$ cat src/common/tsa_defines.svh
/*
 * Register indices, field positions, reset values and timing counts of the
 * temperature threshold alert block.
 * Assumes a 20 MHz device clock and a byte-wide register port.
 */
`ifndef TSA_DEFINES_SVH
`define TSA_DEFINES_SVH

// ****************************************************************
// Register indices
// ****************************************************************
`define TSA_IDX_TEMP        2'h0
`define TSA_IDX_CONFIG      2'h1
`define TSA_IDX_LOWER       2'h2
`define TSA_IDX_UPPER       2'h3

// ****************************************************************
// Configuration word field positions
// ****************************************************************
`define TSA_CFG_AL          5
`define TSA_CFG_CR_LO       6
`define TSA_CFG_SM          8
`define TSA_CFG_IM          9
`define TSA_CFG_POL         10
`define TSA_CFG_CF_LO       11
`define TSA_CFG_RSVD_ONE    14
`define TSA_CFG_SS          15

// ****************************************************************
// Reset values and limit write mask
// ****************************************************************
`define TSA_LOWER_RST       16'h2580
`define TSA_UPPER_RST       16'h2800
`define TSA_LIMIT_MASK      16'hfff0
`define TSA_CR_RST          2'h2
`define TSA_TEMP_RST        16'h0000

// ****************************************************************
// Timing
// ****************************************************************
`define TSA_CLK_HZ          20000000
`define TSA_BASE_PERIOD_MS  125
`define TSA_BASE_PERIOD_CYC (`TSA_BASE_PERIOD_MS * (`TSA_CLK_HZ / 1000))

`endif

$ cat src/common/tsa_pkg.sv
/*
 * Types shared by the temperature threshold alert block.
 * Assumes tsa_defines.svh supplies all numeric constants.
 */
package tsa_pkg;

    typedef enum logic [1:0] {
        PH_WATCH_HIGH = 2'b00,
        PH_HOLD_HIGH  = 2'b01,
        PH_WATCH_LOW  = 2'b10,
        PH_HOLD_LOW   = 2'b11
    } alert_phase_t;

    typedef struct packed {
        logic [1:0] fault_count_field;
        logic       alert_level_select;
        logic       latch_mode_sel;
        logic       sleep_select;
        logic [1:0] conv_rate;
    } cfg_t;

    typedef struct packed {
        cfg_t         cfg;
        logic [15:0]  temp;
        logic [15:0]  lower;
        logic [15:0]  upper;
        logic [1:0]   idx;
        logic         phase_lo;
        logic [7:0]   wr_hold;
        logic [7:0]   rd_hold;
        logic [7:0]   rd_data;
        logic         conv_run;
        logic         conv_single;
        logic         conv_long;
        logic         sleep_fresh;
        logic [31:0]  timer;
        alert_phase_t ph;
        logic         alert_pin;
    } core_t;

    typedef struct packed {
        logic s1;
        logic s2;
        logic s3;
    } sync_t;

    typedef struct packed {
        logic [1:0] cnt;
    } fc_t;

endpackage : tsa_pkg

$ cat src/hdl/sync_edge.sv
/*
 * Two-flop synchroniser with rising edge detect.
 * Assumes the input is a level from outside the CLK domain.
 */
`timescale 1ns/10ps
module sync_edge
    import tsa_pkg::*;
(
    input  wire logic CLK,
    input  wire logic RESET_N,
    input  wire logic ASYNC_IN,
    output logic      LEVEL,
    output logic      RISE
);
    sync_t r;
    sync_t n;

    always_comb begin
        n    = r;
        n.s1 = ASYNC_IN;
        n.s2 = r.s1;
        n.s3 = r.s2;
    end

    always_ff @(posedge CLK or negedge RESET_N) begin
        if (!RESET_N) begin
            r <= '0;
        end else begin
            r <= n;
        end
    end

    assign LEVEL = r.s2;
    assign RISE  = r.s2 & ~r.s3;
endmodule : sync_edge

$ cat src/hdl/fault_counter.sv
/*
 * Consecutive qualifying-conversion counter.
 * Assumes EVAL is a one-cycle pulse per completed conversion.
 */
`timescale 1ns/10ps
module fault_counter
    import tsa_pkg::*;
(
    input  wire logic       CLK,
    input  wire logic       RESET_N,
    input  wire logic       EVAL,
    input  wire logic       HIT,
    input  wire logic       RESTART,
    input  wire logic [1:0] CF,
    output logic            FIRE
);
    fc_t r;
    fc_t n;

    // Count holds prior hits, so code k needs k+1 in a row
    assign FIRE = EVAL & HIT & (r.cnt == CF);

    always_comb begin
        n = r;
        if (RESTART) begin
            n.cnt = 2'h0;
        end else if (EVAL) begin
            if (!HIT || FIRE) begin
                n.cnt = 2'h0;
            end else begin
                n.cnt = r.cnt + 2'h1;
            end
        end
    end

    always_ff @(posedge CLK or negedge RESET_N) begin
        if (!RESET_N) begin
            r <= '0;
        end else begin
            r <= n;
        end
    end
endmodule : fault_counter

$ cat src/hdl/temp_threshold_alert.sv
/*
 * Digital back end of a temperature sensor: result and limit registers,
 * continuous and single-shot conversion control, and the alert engine.
 * Assumes a serial slave engine on CLK delivers index writes and byte
 * strobes, and an analog converter reports completion on an async level.
 */
`timescale 1ns/10ps
`include "tsa_defines.svh"
module temp_threshold_alert
    import tsa_pkg::*;
#(
    parameter int unsigned BASE_PERIOD_CYC = `TSA_BASE_PERIOD_CYC
)(
    input  wire logic        CLK,
    input  wire logic        RESET_N,
    input  wire logic        IDX_WR,
    input  wire logic [1:0]  IDX_DATA,
    input  wire logic        XFER_START,
    input  wire logic        WR_STB,
    input  wire logic [7:0]  WR_DATA,
    input  wire logic        RD_STB,
    output logic      [7:0]  RD_DATA,
    input  wire logic        CONV_DONE,
    input  wire logic [15:0] CONV_RESULT,
    output logic             CONV_RUN,
    output logic             CONV_LONG,
    output logic             ALERT
);

    // ****************************************************************
    // State and reset image
    // ****************************************************************
    localparam core_t CORE_RST = '{
        cfg:         '{fault_count_field: 2'h0, alert_level_select: 1'b0,
                       latch_mode_sel: 1'b0, sleep_select: 1'b0,
                       conv_rate: `TSA_CR_RST},
        temp:        `TSA_TEMP_RST,
        lower:       `TSA_LOWER_RST,
        upper:       `TSA_UPPER_RST,
        idx:         `TSA_IDX_TEMP,
        phase_lo:    1'b0,
        wr_hold:     8'h00,
        rd_hold:     8'h00,
        rd_data:     8'h00,
        conv_run:    1'b0,
        conv_single: 1'b0,
        conv_long:   1'b0,
        sleep_fresh: 1'b0,
        timer:       32'h0000_0000,
        ph:          PH_WATCH_HIGH,
        alert_pin:   1'b1
    };

    core_t        r;
    core_t        n;
    logic         done_rise;
    logic         eval;
    logic         hit;
    logic         fire;
    logic         restart;
    logic [15:0]  word_wr;
    logic [15:0]  word_rd;
    logic         cfg_commit;
    logic [31:0]  base_c;
    logic [31:0]  period;
    logic         active_r;

    sync_edge u_done_sync (
        .CLK      (CLK),
        .RESET_N  (RESET_N),
        .ASYNC_IN (CONV_DONE),
        .LEVEL    (),
        .RISE     (done_rise)
    );

    // ****************************************************************
    // Conversion result qualification
    // ****************************************************************
    // Result is bundled data: stable before the done level, sampled
    // only after that level has crossed through two flops
    assign eval     = done_rise & r.conv_run;
    assign active_r = (r.ph == PH_HOLD_HIGH) || (r.ph == PH_HOLD_LOW);
    assign word_wr  = {r.wr_hold, WR_DATA};
    assign cfg_commit = WR_STB && !IDX_WR && !XFER_START && r.phase_lo
                        && (r.idx == `TSA_IDX_CONFIG);

    always_comb begin
        hit = 1'b0;
        case (r.ph)
            PH_WATCH_HIGH: hit = $signed(CONV_RESULT) >= $signed(r.upper);
            PH_HOLD_HIGH:  hit = !r.cfg.latch_mode_sel
                                 && ($signed(CONV_RESULT) <= $signed(r.lower));
            PH_WATCH_LOW:  hit = $signed(CONV_RESULT) < $signed(r.lower);
            PH_HOLD_LOW:   hit = 1'b0;
            default:       hit = 1'b0;
        endcase
    end

    fault_counter u_faults (
        .CLK     (CLK),
        .RESET_N (RESET_N),
        .EVAL    (eval),
        .HIT     (hit),
        .RESTART (restart),
        .CF      (r.cfg.fault_count_field),
        .FIRE    (fire)
    );

    assign restart = (n.ph != r.ph);

    // ****************************************************************
    // Continuous conversion period
    // ****************************************************************
    assign base_c = BASE_PERIOD_CYC;
    always_comb begin
        case (r.cfg.conv_rate)
            2'h0:    period = base_c << 5;
            2'h1:    period = base_c << 3;
            2'h2:    period = base_c << 1;
            2'h3:    period = base_c;
            default: period = base_c;
        endcase
    end

    // ****************************************************************
    // Register read word
    // ****************************************************************
    always_comb begin
        word_rd = 16'h0000;
        case (r.idx)
            `TSA_IDX_TEMP: word_rd = r.temp;
            `TSA_IDX_CONFIG: begin
                word_rd[`TSA_CFG_SS]                    = r.conv_single;
                word_rd[`TSA_CFG_RSVD_ONE]              = 1'b1;
                word_rd[`TSA_CFG_CF_LO+1:`TSA_CFG_CF_LO] = r.cfg.fault_count_field;
                word_rd[`TSA_CFG_POL]                   = r.cfg.alert_level_select;
                word_rd[`TSA_CFG_IM]                    = r.cfg.latch_mode_sel;
                word_rd[`TSA_CFG_SM]                    = r.cfg.sleep_select;
                word_rd[`TSA_CFG_CR_LO+1:`TSA_CFG_CR_LO] = r.cfg.conv_rate;
                word_rd[`TSA_CFG_AL]                    = r.alert_pin;
            end
            `TSA_IDX_LOWER: word_rd = r.lower;
            `TSA_IDX_UPPER: word_rd = r.upper;
            default: word_rd = 16'h0000;
        endcase
    end

    // ****************************************************************
    // Next state
    // ****************************************************************
    always_comb begin
        n = r;
        // Conversion completion
        if (eval) begin
            n.temp        = CONV_RESULT;
            n.conv_run    = 1'b0;
            n.conv_single = 1'b0;
            n.conv_long   = 1'b0;
        end
        // Continuous mode pacing; a busy converter skips a slot
        if (!r.cfg.sleep_select) begin
            if (r.timer == 32'h0000_0000) begin
                n.timer = period - 32'h0000_0001;
                if (!r.conv_run) begin
                    n.conv_run = 1'b1;
                end
            end else begin
                n.timer = r.timer - 32'h0000_0001;
            end
        end
        // Register port
        if (IDX_WR) begin
            n.idx      = IDX_DATA;
            n.phase_lo = 1'b0;
        end else if (XFER_START) begin
            n.phase_lo = 1'b0;
        end else if (WR_STB) begin
            if (!r.phase_lo) begin
                n.wr_hold  = WR_DATA;
                n.phase_lo = 1'b1;
            end else begin
                n.phase_lo = 1'b0;
                case (r.idx)
                    `TSA_IDX_CONFIG: begin
                        n.cfg.fault_count_field  = word_wr[`TSA_CFG_CF_LO+1:`TSA_CFG_CF_LO];
                        n.cfg.alert_level_select = word_wr[`TSA_CFG_POL];
                        n.cfg.latch_mode_sel     = word_wr[`TSA_CFG_IM];
                        n.cfg.sleep_select       = word_wr[`TSA_CFG_SM];
                        n.cfg.conv_rate          = word_wr[`TSA_CFG_CR_LO+1:`TSA_CFG_CR_LO];
                        if (word_wr[`TSA_CFG_SM]) begin
                            if (!r.cfg.sleep_select) begin
                                n.sleep_fresh = 1'b1;
                            end
                            if (!r.conv_single) begin
                                n.conv_run = 1'b0;
                            end
                            if (r.cfg.latch_mode_sel && r.ph == PH_HOLD_HIGH) begin
                                n.ph = PH_WATCH_LOW;
                            end else if (r.cfg.latch_mode_sel && r.ph == PH_HOLD_LOW) begin
                                n.ph = PH_WATCH_HIGH;
                            end
                        end else if (r.cfg.sleep_select) begin
                            n.timer = 32'h0000_0000;
                        end
                        if (word_wr[`TSA_CFG_SS] && word_wr[`TSA_CFG_SM] && !r.conv_run) begin
                            n.conv_run    = 1'b1;
                            n.conv_single = 1'b1;
                            n.conv_long   = n.sleep_fresh;
                            n.sleep_fresh = 1'b0;
                        end
                        if (r.cfg.latch_mode_sel && !word_wr[`TSA_CFG_IM]) begin
                            n.ph = PH_WATCH_HIGH;
                        end
                    end
                    `TSA_IDX_LOWER: n.lower = word_wr & `TSA_LIMIT_MASK;
                    `TSA_IDX_UPPER: n.upper = word_wr & `TSA_LIMIT_MASK;
                    default: n.phase_lo = 1'b0;
                endcase
            end
        end else if (RD_STB) begin
            if (!r.phase_lo) begin
                n.rd_data  = word_rd[15:8];
                n.rd_hold  = word_rd[7:0];
                n.phase_lo = 1'b1;
            end else begin
                n.rd_data  = r.rd_hold;
                n.phase_lo = 1'b0;
            end
            if (r.cfg.latch_mode_sel && r.ph == PH_HOLD_HIGH) begin
                n.ph = PH_WATCH_LOW;
            end else if (r.cfg.latch_mode_sel && r.ph == PH_HOLD_LOW) begin
                n.ph = PH_WATCH_HIGH;
            end
        end
        // Alert engine; a new fault outranks a clear in the same cycle
        if (fire) begin
            case (r.ph)
                PH_WATCH_HIGH: n.ph = PH_HOLD_HIGH;
                PH_HOLD_HIGH:  n.ph = PH_WATCH_HIGH;
                PH_WATCH_LOW:  n.ph = PH_HOLD_LOW;
                PH_HOLD_LOW:   n.ph = PH_HOLD_LOW;
                default:       n.ph = PH_WATCH_HIGH;
            endcase
        end
        if ((n.ph == PH_HOLD_HIGH) || (n.ph == PH_HOLD_LOW)) begin
            n.alert_pin = n.cfg.alert_level_select;
        end else begin
            n.alert_pin = !n.cfg.alert_level_select;
        end
    end

    always_ff @(posedge CLK or negedge RESET_N) begin
        if (!RESET_N) begin
            r <= CORE_RST;
        end else begin
            r <= n;
        end
    end

    assign RD_DATA   = r.rd_data;
    assign CONV_RUN  = r.conv_run;
    assign CONV_LONG = r.conv_long;
    assign ALERT     = r.alert_pin;
endmodule : temp_threshold_alert

$ cat config.mk
export PLATFORM = sky130hd
export DESIGN_NAME = temp_threshold_alert
export DESIGN_NICKNAME = d
export VERILOG_FILES = /design/src/common/tsa_pkg.sv /design/src/hdl/sync_edge.sv /design/src/hdl/fault_counter.sv /design/src/hdl/temp_threshold_alert.sv
export VERILOG_INCLUDE_DIRS = /design/src /design/src/common
export SDC_FILE = /design/constraint.sdc
export NUM_CORES = 1
export LEC_CHECK = 0
export ABC_AREA = 1
export BUFFER_PORTS_ARGS = -buffer_cell sky130_fd_sc_hd__buf_4
export CAP_MARGIN = 15
export CORE_MARGIN = 4
export CORE_UTILIZATION = 30
export CTS_CLUSTER_SIZE = 10
export DETAILED_ROUTE_END_ITERATION = 7
export PLACE_DENSITY_LB_ADDON = 0.08
export SETUP_SLACK_MARGIN = 0.02
export SYNTH_ARGS = -nofsm -noshare
export SYNTH_HDL_FRONTEND = slang
export SYNTH_HIERARCHICAL = 1
export SYNTH_SLANG_ARGS = --single-unit
$ cat constraint.sdc
create_clock -name CLK -period 8.1 [get_ports CLK]
set_clock_uncertainty 0.1 [all_clocks]
set_input_delay 0.81 -clock CLK [delete_from_list [all_inputs] [get_ports CLK]]
set_output_delay 0.81 -clock CLK [all_outputs]
set_load 0.05 [all_outputs]
# After elaboration in Yosys (flattened, before gate mapping)

Cells that the tools add are included.
W data, S select, Z words.

Add/subtract/negate cells: 3
$lt $le $gt $ge: 3
Eq/ne operators: 13
Muxes and demuxes: 47
Bitwise logic cells: 9
Reductions and logical operators: 26

Operators by type and width:

| operator                | count |
|---|---|
| $mux W38                | 4 |
| $mux W32                | 4 |
| $pmux W32 S4            | 1 |
| $sub A32 B1 Y32 const B | 2 |
| $mux W36                | 1 |
| $logic_not A32 Y1       | 1 |
| $pmux W8 S4             | 1 |
| $mux W5                 | 5 |
| $mux W2                 | 10 |
| $reduce_and A5 Y1       | 4 |
| $ge A16 B16 Y1          | 1 |
| $le A16 B16 Y1          | 1 |
| $lt A16 B16 Y1          | 1 |
| $pmux W5 S3             | 1 |
| $eq A2 B2 Y1 const B    | 7 |
| $mux W1                 | 13 |
| $eq A2 B1 Y1 const B    | 4 |
| $mux W8                 | 1 |
| $pmux W2 S4             | 1 |
| $reduce_and A4 Y1       | 2 |
| $logic_and A1 B1 Y1     | 6 |
| $logic_not A2 Y1        | 3 |
| $pmux W2 S3             | 1 |
| $logic_not A1 Y1        | 5 |
| 13 further kinds        | 21 |

Flip-flop bits (word level): 118
Input port bits: 33
Output and inout bits: 11
Logic and storage cells: 125

# Logic depth before layout (Yosys ltp)

Gate-level depths: netlist (run 1).

Word-level depth: 19
Gate-level depth with buffers: 25

# Cells and area by module

The synthesis (run 1) kept the hierarchy.

By module, submodules not included:

| module               | times used | cells an instance | area each (sq um) | sequential area each (sq um) |
|---|---|---|---|---|
| temp_threshold_alert | 1          | 889               | 6651.4            | 2837.7 |
| fault_counter        | 1          | 24                | 166.4             | 50.0 |
| sync_edge            | 1          | 5                 | 85.1              | 75.1 |

# Least setup slack after synthesis (run 1)

No wires, ideal clock.

Path type: input port to flip-flop
Start: input port CONV_RESULT[11]
End: register u_faults/r[1] in the netlist's numbering
Setup time: 0.122 ns
Data arrival time: 3.186 ns
Required time: 7.878 ns
Path slack: 4.692 ns
Stages: 21
Buffers on the path: 0
Path through: ha_1 -> a21oi_1 -> o21ai_0 -> nand2_1 -> o2111ai_1 -> or2_2 -> nand3_1 -> nand3_1 -> nand2_1 -> nand2_1 -> inv_1 -> nand2_1 -> nor2_1 -> inv_1 -> o21ai_1 -> nand2_1 -> o21ai_0 -> o21ai_0 -> or2_1 -> a21oi_1 -> a21oi_2

RTL lines:

| what                 | line                       | RTL |
|---|---|---|
| from (decl)          | temp_threshold_alert.sv:24 | `input wire logic [15:0] CONV_RESULT,` |
| to (signal assigned) | fault_counter.sv:40        | `r <= n;` |
| to (decl)            | fault_counter.sv:17        | `fc_t r;` |

==> qor.yml, run 1 <==
netlist_area_um2: 6900
cts_buffers: 17
post_cts_buffers: 0
areaGrowthSynthToFinish_pct: 16.5
multi_input_area_um2: 3280
layout_min_cycle_time_ns: 3.55
synth_cell_type_count: 47
finalCritPeriodShare_pct: 43.9
gp_congestion: 0.836
worstSetupStartpoint: "r[77]$_DFFE_PN1P_"
ys_ff_latch: 118
wire_per_inst_um: 16.4
worst_setup_path_end_kind: "flip-flop"
cts_hold_buf: 0
hold_class: "flip-flop to flip-flop"
grt_remaining_overflow: 0
clock-root-buffer: "clkbuf_16"
vdd_drop_max_mv: 0.115
drt-total-wl_um: 20600
fp.dieH_um: 160
cts_tree: "done"
clkTransAtPathRegs_ns: 0.06
slew-limit-headroom_pct: 24.7
fp-row-count: 55
slew_viol_final: 0
cts.path.max_buffers: 2
cts_max_level: 4
max_clock_freq_mhz: 281
grt_max_degree: 70
final.setup.tns_ns: 0
cts_sinks: 118
core-area_um2: 22600
leakagePower_uw: 0.00394
die_w_um: 160
via_per_inst: 4.72
numPortBuffers: 43
die_area_um2: 25500
status: "finished, final reports clean"
synth_seq_area_share_pct: 42.9
hold_viol_final: 0
arrival_ns: 3.76
synth_ff_type: "dfrtp_1"
drtIter0Drc: 361
grt.total_usage_pct: 16.7
antenna_found_initial: 0
syn_nets: 981
diodes: 0
grt_pass1_wl_um: 33700
worstPathMaxFanout: 3
yosys_warnings: 6
place.detailed.hpwl_um: 15400
grt_pass1_vias: 5883
crit_type: "flip-flop to flip-flop"
ios: 44
rsz0062_at_grt: "false"
avgSynthCellArea_um2: 7.52
p_total_uw: 2470
start_util_pct: 30.5
dr.pass1.iters: 4
min_from: "u_done_sync/n[1]$_DFF_PN0_"
setup_violations: 0
r2r-start: "r[77]$_DFFE_PN1P_"
vias: 5915
required_ns: 8.31
tightest_slew_ns: 1.13
ant_nets: 0
ff_latch_area_um2: 2960
synth_edf_count: 0
cts.repair.resized: 0
fillers: 2398
power_density_nw_per_um2: 307
final_nets: 1018
synth-async-reset-ratio_pct: 100
syn_inst: 918
drive_gt1_share_pct: 12.9
insertion_delay_ns: 0.42
drc: 0
startpoint_type: "flip-flop"
maxCapViolCount: 0
-- cells in the final DEF (no fill, tap or decap), types with 8 or more instances in the layout --
| cell type | count |
|---|---|
| a21oi_1 | 44 |
| buf_4 | 44 |
| clkbuf_16 | 17 |
| dfrtp_1 | 110 |
| dfstp_2 | 8 |
| ha_1 | 30 |
| inv_1 | 131 |
| nand2_1 | 223 |
| nand2_2 | 11 |
| nand3_1 | 43 |
| nand4_1 | 9 |
| nor2_1 | 98 |
| nor2_2 | 8 |
| nor3_1 | 10 |
| o21ai_0 | 89 |
| o22ai_1 | 16 |
-- layout make-up --
class                      count  area share (%)
sequential                   118            36.8
timing repair buffer          45            4.25
tap                          285            4.43
clock buffer                  17            5.29
clock inverter                15            2.10
multi-input combinational    638            40.8
inverter                     135            6.30
-- worst paths after layout --
kind                       cells after the start                          end  slack [ns]
max                                           22    u_faults/r[1]$_DFFE_PN0P_        4.55
min                                            0  u_done_sync/LEVEL$_DFF_PN0_        0.25
max reg2reg                                   22    u_faults/r[1]$_DFFE_PN0P_        4.55
min reg2reg                                    0  u_done_sync/LEVEL$_DFF_PN0_        0.25
max in group asynchronous                      2           r[112]$_DFFE_PN0P_        6.51
min in group asynchronous                      1              r[29]$_DFF_PN0_        0.27
-- cell families after synthesis --
kind of cell / share of synthesized area, %
adders and majority gates: 5.44
buffers and inverters: 9.55
DFF: 42.9
xor gates and xnor gates: 0.888
and+or+nand+nor: 27.0
AOI/OAI and AO/OA: 14.0
muxes: 0.145
-- per-layer routing --
| metal | routed length (um) | part of all wire [%] | GRT usage (%) |
|---|---|---|---|
| met4 | 211 | 1.0 | 4.22 |
| met2 | 8360 | 41 | 23.2 |
| met5 | 0 | 0 | 0 |
| met1 | 11400 | 55 | 26.5 |
| met3 | 627 | 3.0 | 3.02 |
-- state kept, by name (all words and copies together), names as in the netlist --
register	count
CONV_LONG	1
CONV_RUN	1
u_done_sync/LEVEL	1
u_done_sync/n	1
u_faults/r	2
r	102
u_done_sync/r	1
ALERT	1
RD_DATA	8
-- critical path: stages (launching register included) --
cell and delay (ns):
dfstp_2 0.53, inv_1 0.06, ha_1 0.29, a21oi_1 0.18, o21ai_0 0.12, nand2_1 0.08
o2111ai_1 0.12, or2_2 0.29, nand3_1 0.08, nand3_1 0.08, nand2_1 0.09, nand2_1 0.05
inv_1 0.09, nand2_1 0.08, nor2_1 0.14, inv_1 0.08, o21ai_1 0.24, nand2_1 0.07
o21ai_0 0.07, o21ai_0 0.12, or2_1 0.29, a21oi_1 0.16, a21oi_2 0.04
-- report_power, final --
group          switching, uW  internal (uW)
sequential               109            748
clock                    310            461
combinational            568            275
-- metrics by stage --
step,instances,setup slack [ns],instance area [um^2],hold slack [ns],util [%]
final,1253,4.55,8040,0.254,35.5
after global routing,1253,4.10,8040,0.264,35.5
after CTS,1253,4.55,8040,0.253,35.5
after detailed placement,1221,4.17,7450,0.240,32.9
after global placement,1221,4.24,7450,0.234,32.9
after floorplan,918,4.69,6900,0.231,-
-- synthesized netlist by cell type, drive strengths merged, types with 2 or more instances --
cell | n | area, um^2
nand4 | 10 | 68.8
nor4 | 3 | 18.8
nor2 | 111 | 483
o21ai | 94 | 470
a21oi | 45 | 229
o2111ai | 3 | 26.3
clkbuf | 16 | 60.1
o31ai | 3 | 22.5
xor2 | 3 | 26.3
inv | 134 | 503
a221oi | 2 | 17.5
ha | 30 | 375
o22ai | 16 | 100
nand3 | 46 | 245
nor3 | 11 | 66.3
a2111oi | 2 | 17.5
or2 | 3 | 18.8
dfrtp | 110 | 2750
nand2 | 238 | 951
xnor2 | 4 | 35.0
buf | 11 | 92.6
o21bai | 4 | 33.8
a31oi | 3 | 18.8
dfstp | 8 | 210
Note: power is estimated with default switching activity, not from simulation.
==> run 2, diff against run 1 <==
clock period = 2.99 ns   (was 8.1 ns; I/O delays follow)
==> run 2 against run 1 <==
The run now ends with negative setup slack left. Worst setup slack worse by 4.8 ns. Cell area grew 12%. Largest cell class unchanged. Critical endpoint unchanged. Worst hold slack worse by 0.24 ns. Global-route usage is 0.88 points higher. Sequential power increased to 2.7 times the previous value.
==> qor.yml, run 2 (synthesis gave the netlist of run 1 again) <==
grt_remaining_overflow: 0
grt_pass1_wl_um: 35300
p_switching_uw: 2760
setup_violations: 2
layout_min_cycle_time_ns: 3.25
die_w_um: 160
die_area_um2: 25500
leakagePower_uw: 0.00442
placed_area_um2: 7890
cts_sinks: 118
crit_type: "flip-flop to flip-flop"
rr_worst_depth: 21
drive_gt1_share_pct: 23.4
placed_cells: 1274
ant_nets: 0
p_comb_share_pct: 37.1
cts.path.max_buffers: 2
grt_pass1_vias: 6295
diodes: 0
antenna_found_initial: 0
areaGrowthSynthToFinish_pct: 31.0
final_cells: 1343
slowest_delay_ns: 0.54
layout_common_cells: "nand2_1 (216), inv_1 (125), buf_4 (125), dfrtp_1 (110), nor2_1 (97)"
maxCapViolCount: 0
p_total_uw: 7220
final_common_cell: "nand2_1"
cts_max_level: 4
wire_per_inst_um: 16.3
clock-root-buffer: "clkbuf_16"
max_clock_freq_mhz: 308
cts_tree: "done"
final_nets: 1108
fp.dieH_um: 160
hold_class: "input port to flip-flop"
slew-limit-headroom_pct: 55.1
switching_share_pct: 38.3
worstSetupStartpoint: "r[95]$_DFFE_PN1P_"
internal_power_uw: 4450
finalCritPeriodShare_pct: 109
required_ns: 3.20
worst_setup_path_end_kind: "flip-flop"
clkTransAtPathRegs_ns: 0.06
start_util_pct: 30.5
ios: 44
largest_reg_flops: 102
holdWs_ns: 0.0169
power_density_nw_per_um2: 798
cp_common_cell: "buf_4"
p_clk_share_pct: 31.0
crit_path_top_delay_cell: "dfstp_2"
grt.total_usage_pct: 17.6
vias: 6322
cts_buffers: 17
insertion_delay_ns: 0.42
rsz0062_at_grt: "true"
gp_congestion: 0.821
tightest_slew_ns: 0.672
violations: "negative setup slack"
final.setup.tns_ns: -0.361
place.detailed.hpwl_um: 16300
largest_register: "r"
startpoint_type: "flip-flop"
via_per_inst: 4.71
hold_viol_final: 0
vdd_drop_max_mv: 0.319
timing.rr.end: "u_faults/r[1]$_DFFE_PN0P_"
arrival_ns: 3.46
core-area_um2: 22600
fin_area_um2: 9040
path_cells: "inv_2, ha_4, nand4_1, buf_4, buf_4, o2111ai_2, o21ai_1, o21ai_1, nand2_2, buf_4, buf_4, buf_4, buf_4, buf_4, buf_4, buf_4, buf_4, buf_4, nand3_2, o21bai_4, a21oi_2"
fillers: 2322
dr.pass1.iters: 5
drc: 0
power_frac_seq_pct: 31.9
setup_ws_ns: -0.256
reg2reg_slack_ns: -0.26
endpoint: "u_faults/r[1]$_DFFE_PN0P_"
slew_viol_final: 0
r2r-start: "r[95]$_DFFE_PN1P_"
worstPathMaxFanout: 2
status: "finished, violations left"
fp-row-count: 55
numPortBuffers: 43
drt-total-wl_um: 21900
drtIter0Drc: 319
grt_max_degree: 56
==> run 2: worst min path at each step <==
stage | startpoint | end | slack, ns | cells past startpoint
global route | CONV_RESULT[14] | r[112]$_DFFE_PN0P_ | 0.01 | 3
CTS | CONV_RESULT[5] | r[103]$_DFFE_PN0P_ | 0.007 | 3
global placement | u_done_sync/n[1]$_DFF_PN0_ | u_done_sync/LEVEL$_DFF_PN0_ | 0.23 | 0
detailed placement | u_done_sync/n[1]$_DFF_PN0_ | u_done_sync/LEVEL$_DFF_PN0_ | 0.24 | 0
floorplan | RESET_N | CONV_LONG$_DFF_PN0_ | -0.1 | 0
finish | CONV_RESULT[5] | r[103]$_DFFE_PN0P_ | 0.02 | 3
==> run 2: stage by stage <==
stage          utilization, %  setup slack (ns)
3_3_place_gp             34.8            -0.233
6_report                 39.9            -0.256
2_1_floorplan               -            0.0219
5_1_grt                  39.9            -0.415
3_5_place_dp             34.8            -0.336
4_1_cts                  39.6            -0.192
==> run 2: per-layer routing <==
layer	track usage [%]	share of wire [%]	vias up
met4	4.22	0.77	0
met2	24.6	41	108
met3	3.66	3.5	10
li1	-	-	3222
met5	0	0	-
met1	27.5	55	2982
==> run 2: power by group through the flow <==
stage	logic [uW]	clock network (uW)	registers (uW)
floorplan	1740	0	2280
global placement	2460	0	2320
detailed placement	2450	0	2320
CTS	2640	2290	2300
global route	3050	2370	2360
finish	2680	2240	2300
==> run 2: layout make-up <==
| type | instances | area (um^2) | area share (%) |
|---|---|---|---|
| clock inverters | 14 | 199 | 2.20 |
| clock buffers | 18 | 439 | 4.86 |
| inverters | 135 | 507 | 5.60 |
| repair buffers | 135 | 1050 | 11.6 |
| multi-input cells | 638 | 3530 | 39.0 |
| flip-flops and latches | 118 | 2960 | 32.8 |
| well taps | 285 | 357 | 3.94 |
==> run 2: what timing repair did <==
item / in CTS / in global routing
setup endpoints to repair: 3 / 5
hold endpoints to repair: 43 / 0
gates resized for setup: 28 / 16
hold buffers: 9 / 0
pin swaps: 22 / 9
setup buffers: 30 / 1
==> run 2: worst max-delay path: cells and delay by family, from the launching register on <==
kind	cells	cell delay [ns]
and+or+nand+nor	3	0.29
adders and majority gates	1	0.25
buffers and inverters	12	1.43
DFF	1	0.54
AOI/OAI and AO/OA	5	0.50
==> run 3, diff against run 2 <==
GPL_TIMING_DRIVEN = 0   (was not set)
==> run 3 against run 2 <==
Global-route usage is 0.54 points lower. Clock-buffer cell count unchanged. Largest cell class unchanged. Final cell count fell by 2.8%. Routed wire length is 2.6% lower. The run still ends with negative setup slack left. Critical path depth unchanged. Sequential power hardly changed. Critical endpoint unchanged.
==> qor.yml, run 3 (synthesis gave the netlist of run 1 again) <==
cts.path.max_buffers: 2
numPortBuffers: 43
power_density_nw_per_um2: 811
cp_common_cell: "buf_4"
layout_min_cycle_time_ns: 3.16
holdWs_ns: 0.0141
worst_setup_path_end_kind: "flip-flop"
final_common_cell: "nand2_1"
antenna_found_initial: 0
worstPathMaxFanout: 2
drc: 0
wire_per_inst_um: 16.3
tightest_slew_ns: 0.877
path_cells: "inv_4, ha_4, nand4_1, nor3_2, nand2_2, buf_6, o2111ai_2, o21ai_1, o21ai_1, nand2_1, buf_4, buf_4, buf_4, buf_4, buf_4, buf_4, buf_4, buf_4, nand3_2, o21bai_4, a21oi_2"
die_area_um2: 25500
start_util_pct: 30.5
hold_class: "input port to flip-flop"
fillers: 2427
diodes: 0
core-area_um2: 22600
violations: "negative setup slack"
via_per_inst: 4.70
place.detailed.hpwl_um: 16400
finalCritPeriodShare_pct: 106
r2r-start: "r[95]$_DFFE_PN1P_"
crit_family: "buffers and inverters"
rsz0062_at_grt: "true"
min_from: "IDX_WR"
setup_ws_ns: -0.169
fp-row-count: 55
grt_max_degree: 66
leakagePower_uw: 0.00417
clock-root-buffer: "clkbuf_16"
fp.dieH_um: 160
grt_pass1_vias: 6035
slew-limit-headroom_pct: 41.0
die_w_um: 160
clkTransAtPathRegs_ns: 0.06
largest_register: "r"
largest_reg_flops: 102
required_ns: 3.20
arrival_ns: 3.37
utilization_pct: 38.3
grt.total_usage_pct: 17.1
vias: 6136
dr.pass1.iters: 5
startpoint_type: "flip-flop"
ios: 44
slowest_delay_ns: 0.56
setup_violations: 2
slew_viol_final: 0
max_clock_freq_mhz: 317
cts_sinks: 118
maxCapViolCount: 0
path_buf_inv: 10
insertion_delay_ns: 0.42
hold_viol_final: 0
drt-total-wl_um: 21300
gp_congestion: 0.848
cts_max_level: 4
grt_remaining_overflow: 0
vdd_drop_max_mv: 0.408
ant_nets: 0
grt_pass1_wl_um: 34200
cts_buffers: 17
drtIter0Drc: 321
crit_type: "flip-flop to flip-flop"
final_nets: 1071
final.setup.tns_ns: -0.238
drive_gt1_share_pct: 18.7
areaGrowthSynthToFinish_pct: 25.5
crit_path_top_delay_cell: "dfstp_2"
worstSetupStartpoint: "r[95]$_DFFE_PN1P_"
layout_common_cells: "nand2_1 (219), inv_1 (124), dfrtp_1 (110), nor2_1 (97), o21ai_0 (83)"
p_total_uw: 7020
cts_tree: "done"
status: "finished, violations left"
[run 3: changes by cell type in the layout (fill, tap and decap cells not counted), moves of 2 or more]
cell	previous run	this run
nand2_1	216	219
buf_4	125	68
clkbuf_1	0	16
nand3_1	38	41
o21ai_2	1	3
nand2_2	18	14
nand3_2	8	5
buf_6	0	2
clkinvlp_4	1	3
[run 3: layout make-up]
cell class | instances | area [um^2] | area share, %
Buffer | 27 | 153 | 1.76
Clock buffer | 18 | 439 | 5.07
Tap cell | 285 | 357 | 4.12
Sequential cell | 118 | 2960 | 34.2
Multi-Input combinational cell | 638 | 3480 | 40.2
Clock inverter | 14 | 175 | 2.02
Inverter | 135 | 509 | 5.88
Timing Repair Buffer | 71 | 583 | 6.73
[run 3: final timing paths]
kind	slack, ns	endpoint	cells after the start
worst max register to register	-0.17	u_faults/r[1]$_DFFE_PN0P_	21
worst min register to register	0.25	u_done_sync/LEVEL$_DFF_PN0_	0
min in group asynchronous	0.30	r[24]$_DFF_PN0_	2
worst max-delay path	-0.17	u_faults/r[1]$_DFFE_PN0P_	21
worst min-delay path	0.01	r[65]$_DFFE_PN0P_	2
max in group asynchronous	1.73	ALERT$_DFF_PN1_	3
[run 3: per-stage QoR]
step / std cells / worst slack (ns) / cell area [um^2]
5_1_grt: 1306 / -0.435 / 8660
2_1_floorplan: 918 / 0.0219 / 6940
3_5_place_dp: 1247 / -0.585 / 7650
6_report: 1306 / -0.169 / 8660
4_1_cts: 1307 / -0.244 / 8610
3_3_place_gp: 1246 / -0.590 / 7620
[run 3: worst reg2reg max path: cells and delay by family (launching register included)]
family                   cells  cell delay [ns]
buffers and inverters       10             1.16
flip-flops                   1             0.56
AND/OR/NAND/NOR              5             0.55
AO/OA/AOI/OAI                5             0.45
adder cells (fa/ha/maj)      1             0.25
[run 3: where the power goes]
| group | total, uW | leakage (uW) | switching, uW | internal, uW |
|---|---|---|---|---|
| logic | 2560 | 0.00244 | 1640 | 917 |
| clock network | 2150 | 0.000293 | 813 | 1340 |
| registers | 2310 | 0.00144 | 284 | 2030 |
| total | 7020 | 0.00417 | 2740 | 4290 |
[run 3: what timing repair did]
item,in CTS,in global routing
buffers inserted,19,2
hold buffers,9,0
hold endpoints to repair,55,0
pin swaps,15,14
gates resized for setup,28,16
setup endpoints to repair,2,4
[run 3: layer usage]
metal | up-vias | routed length (um) | track usage (%)
li1 | 3156 | - | -
met1 | 2855 | 11600 | 26.7
met2 | 99 | 8630 | 23.8
met3 | 26 | 709 | 2.53
met4 | 0 | 379 | 5.56
met5 | - | 0 | 0
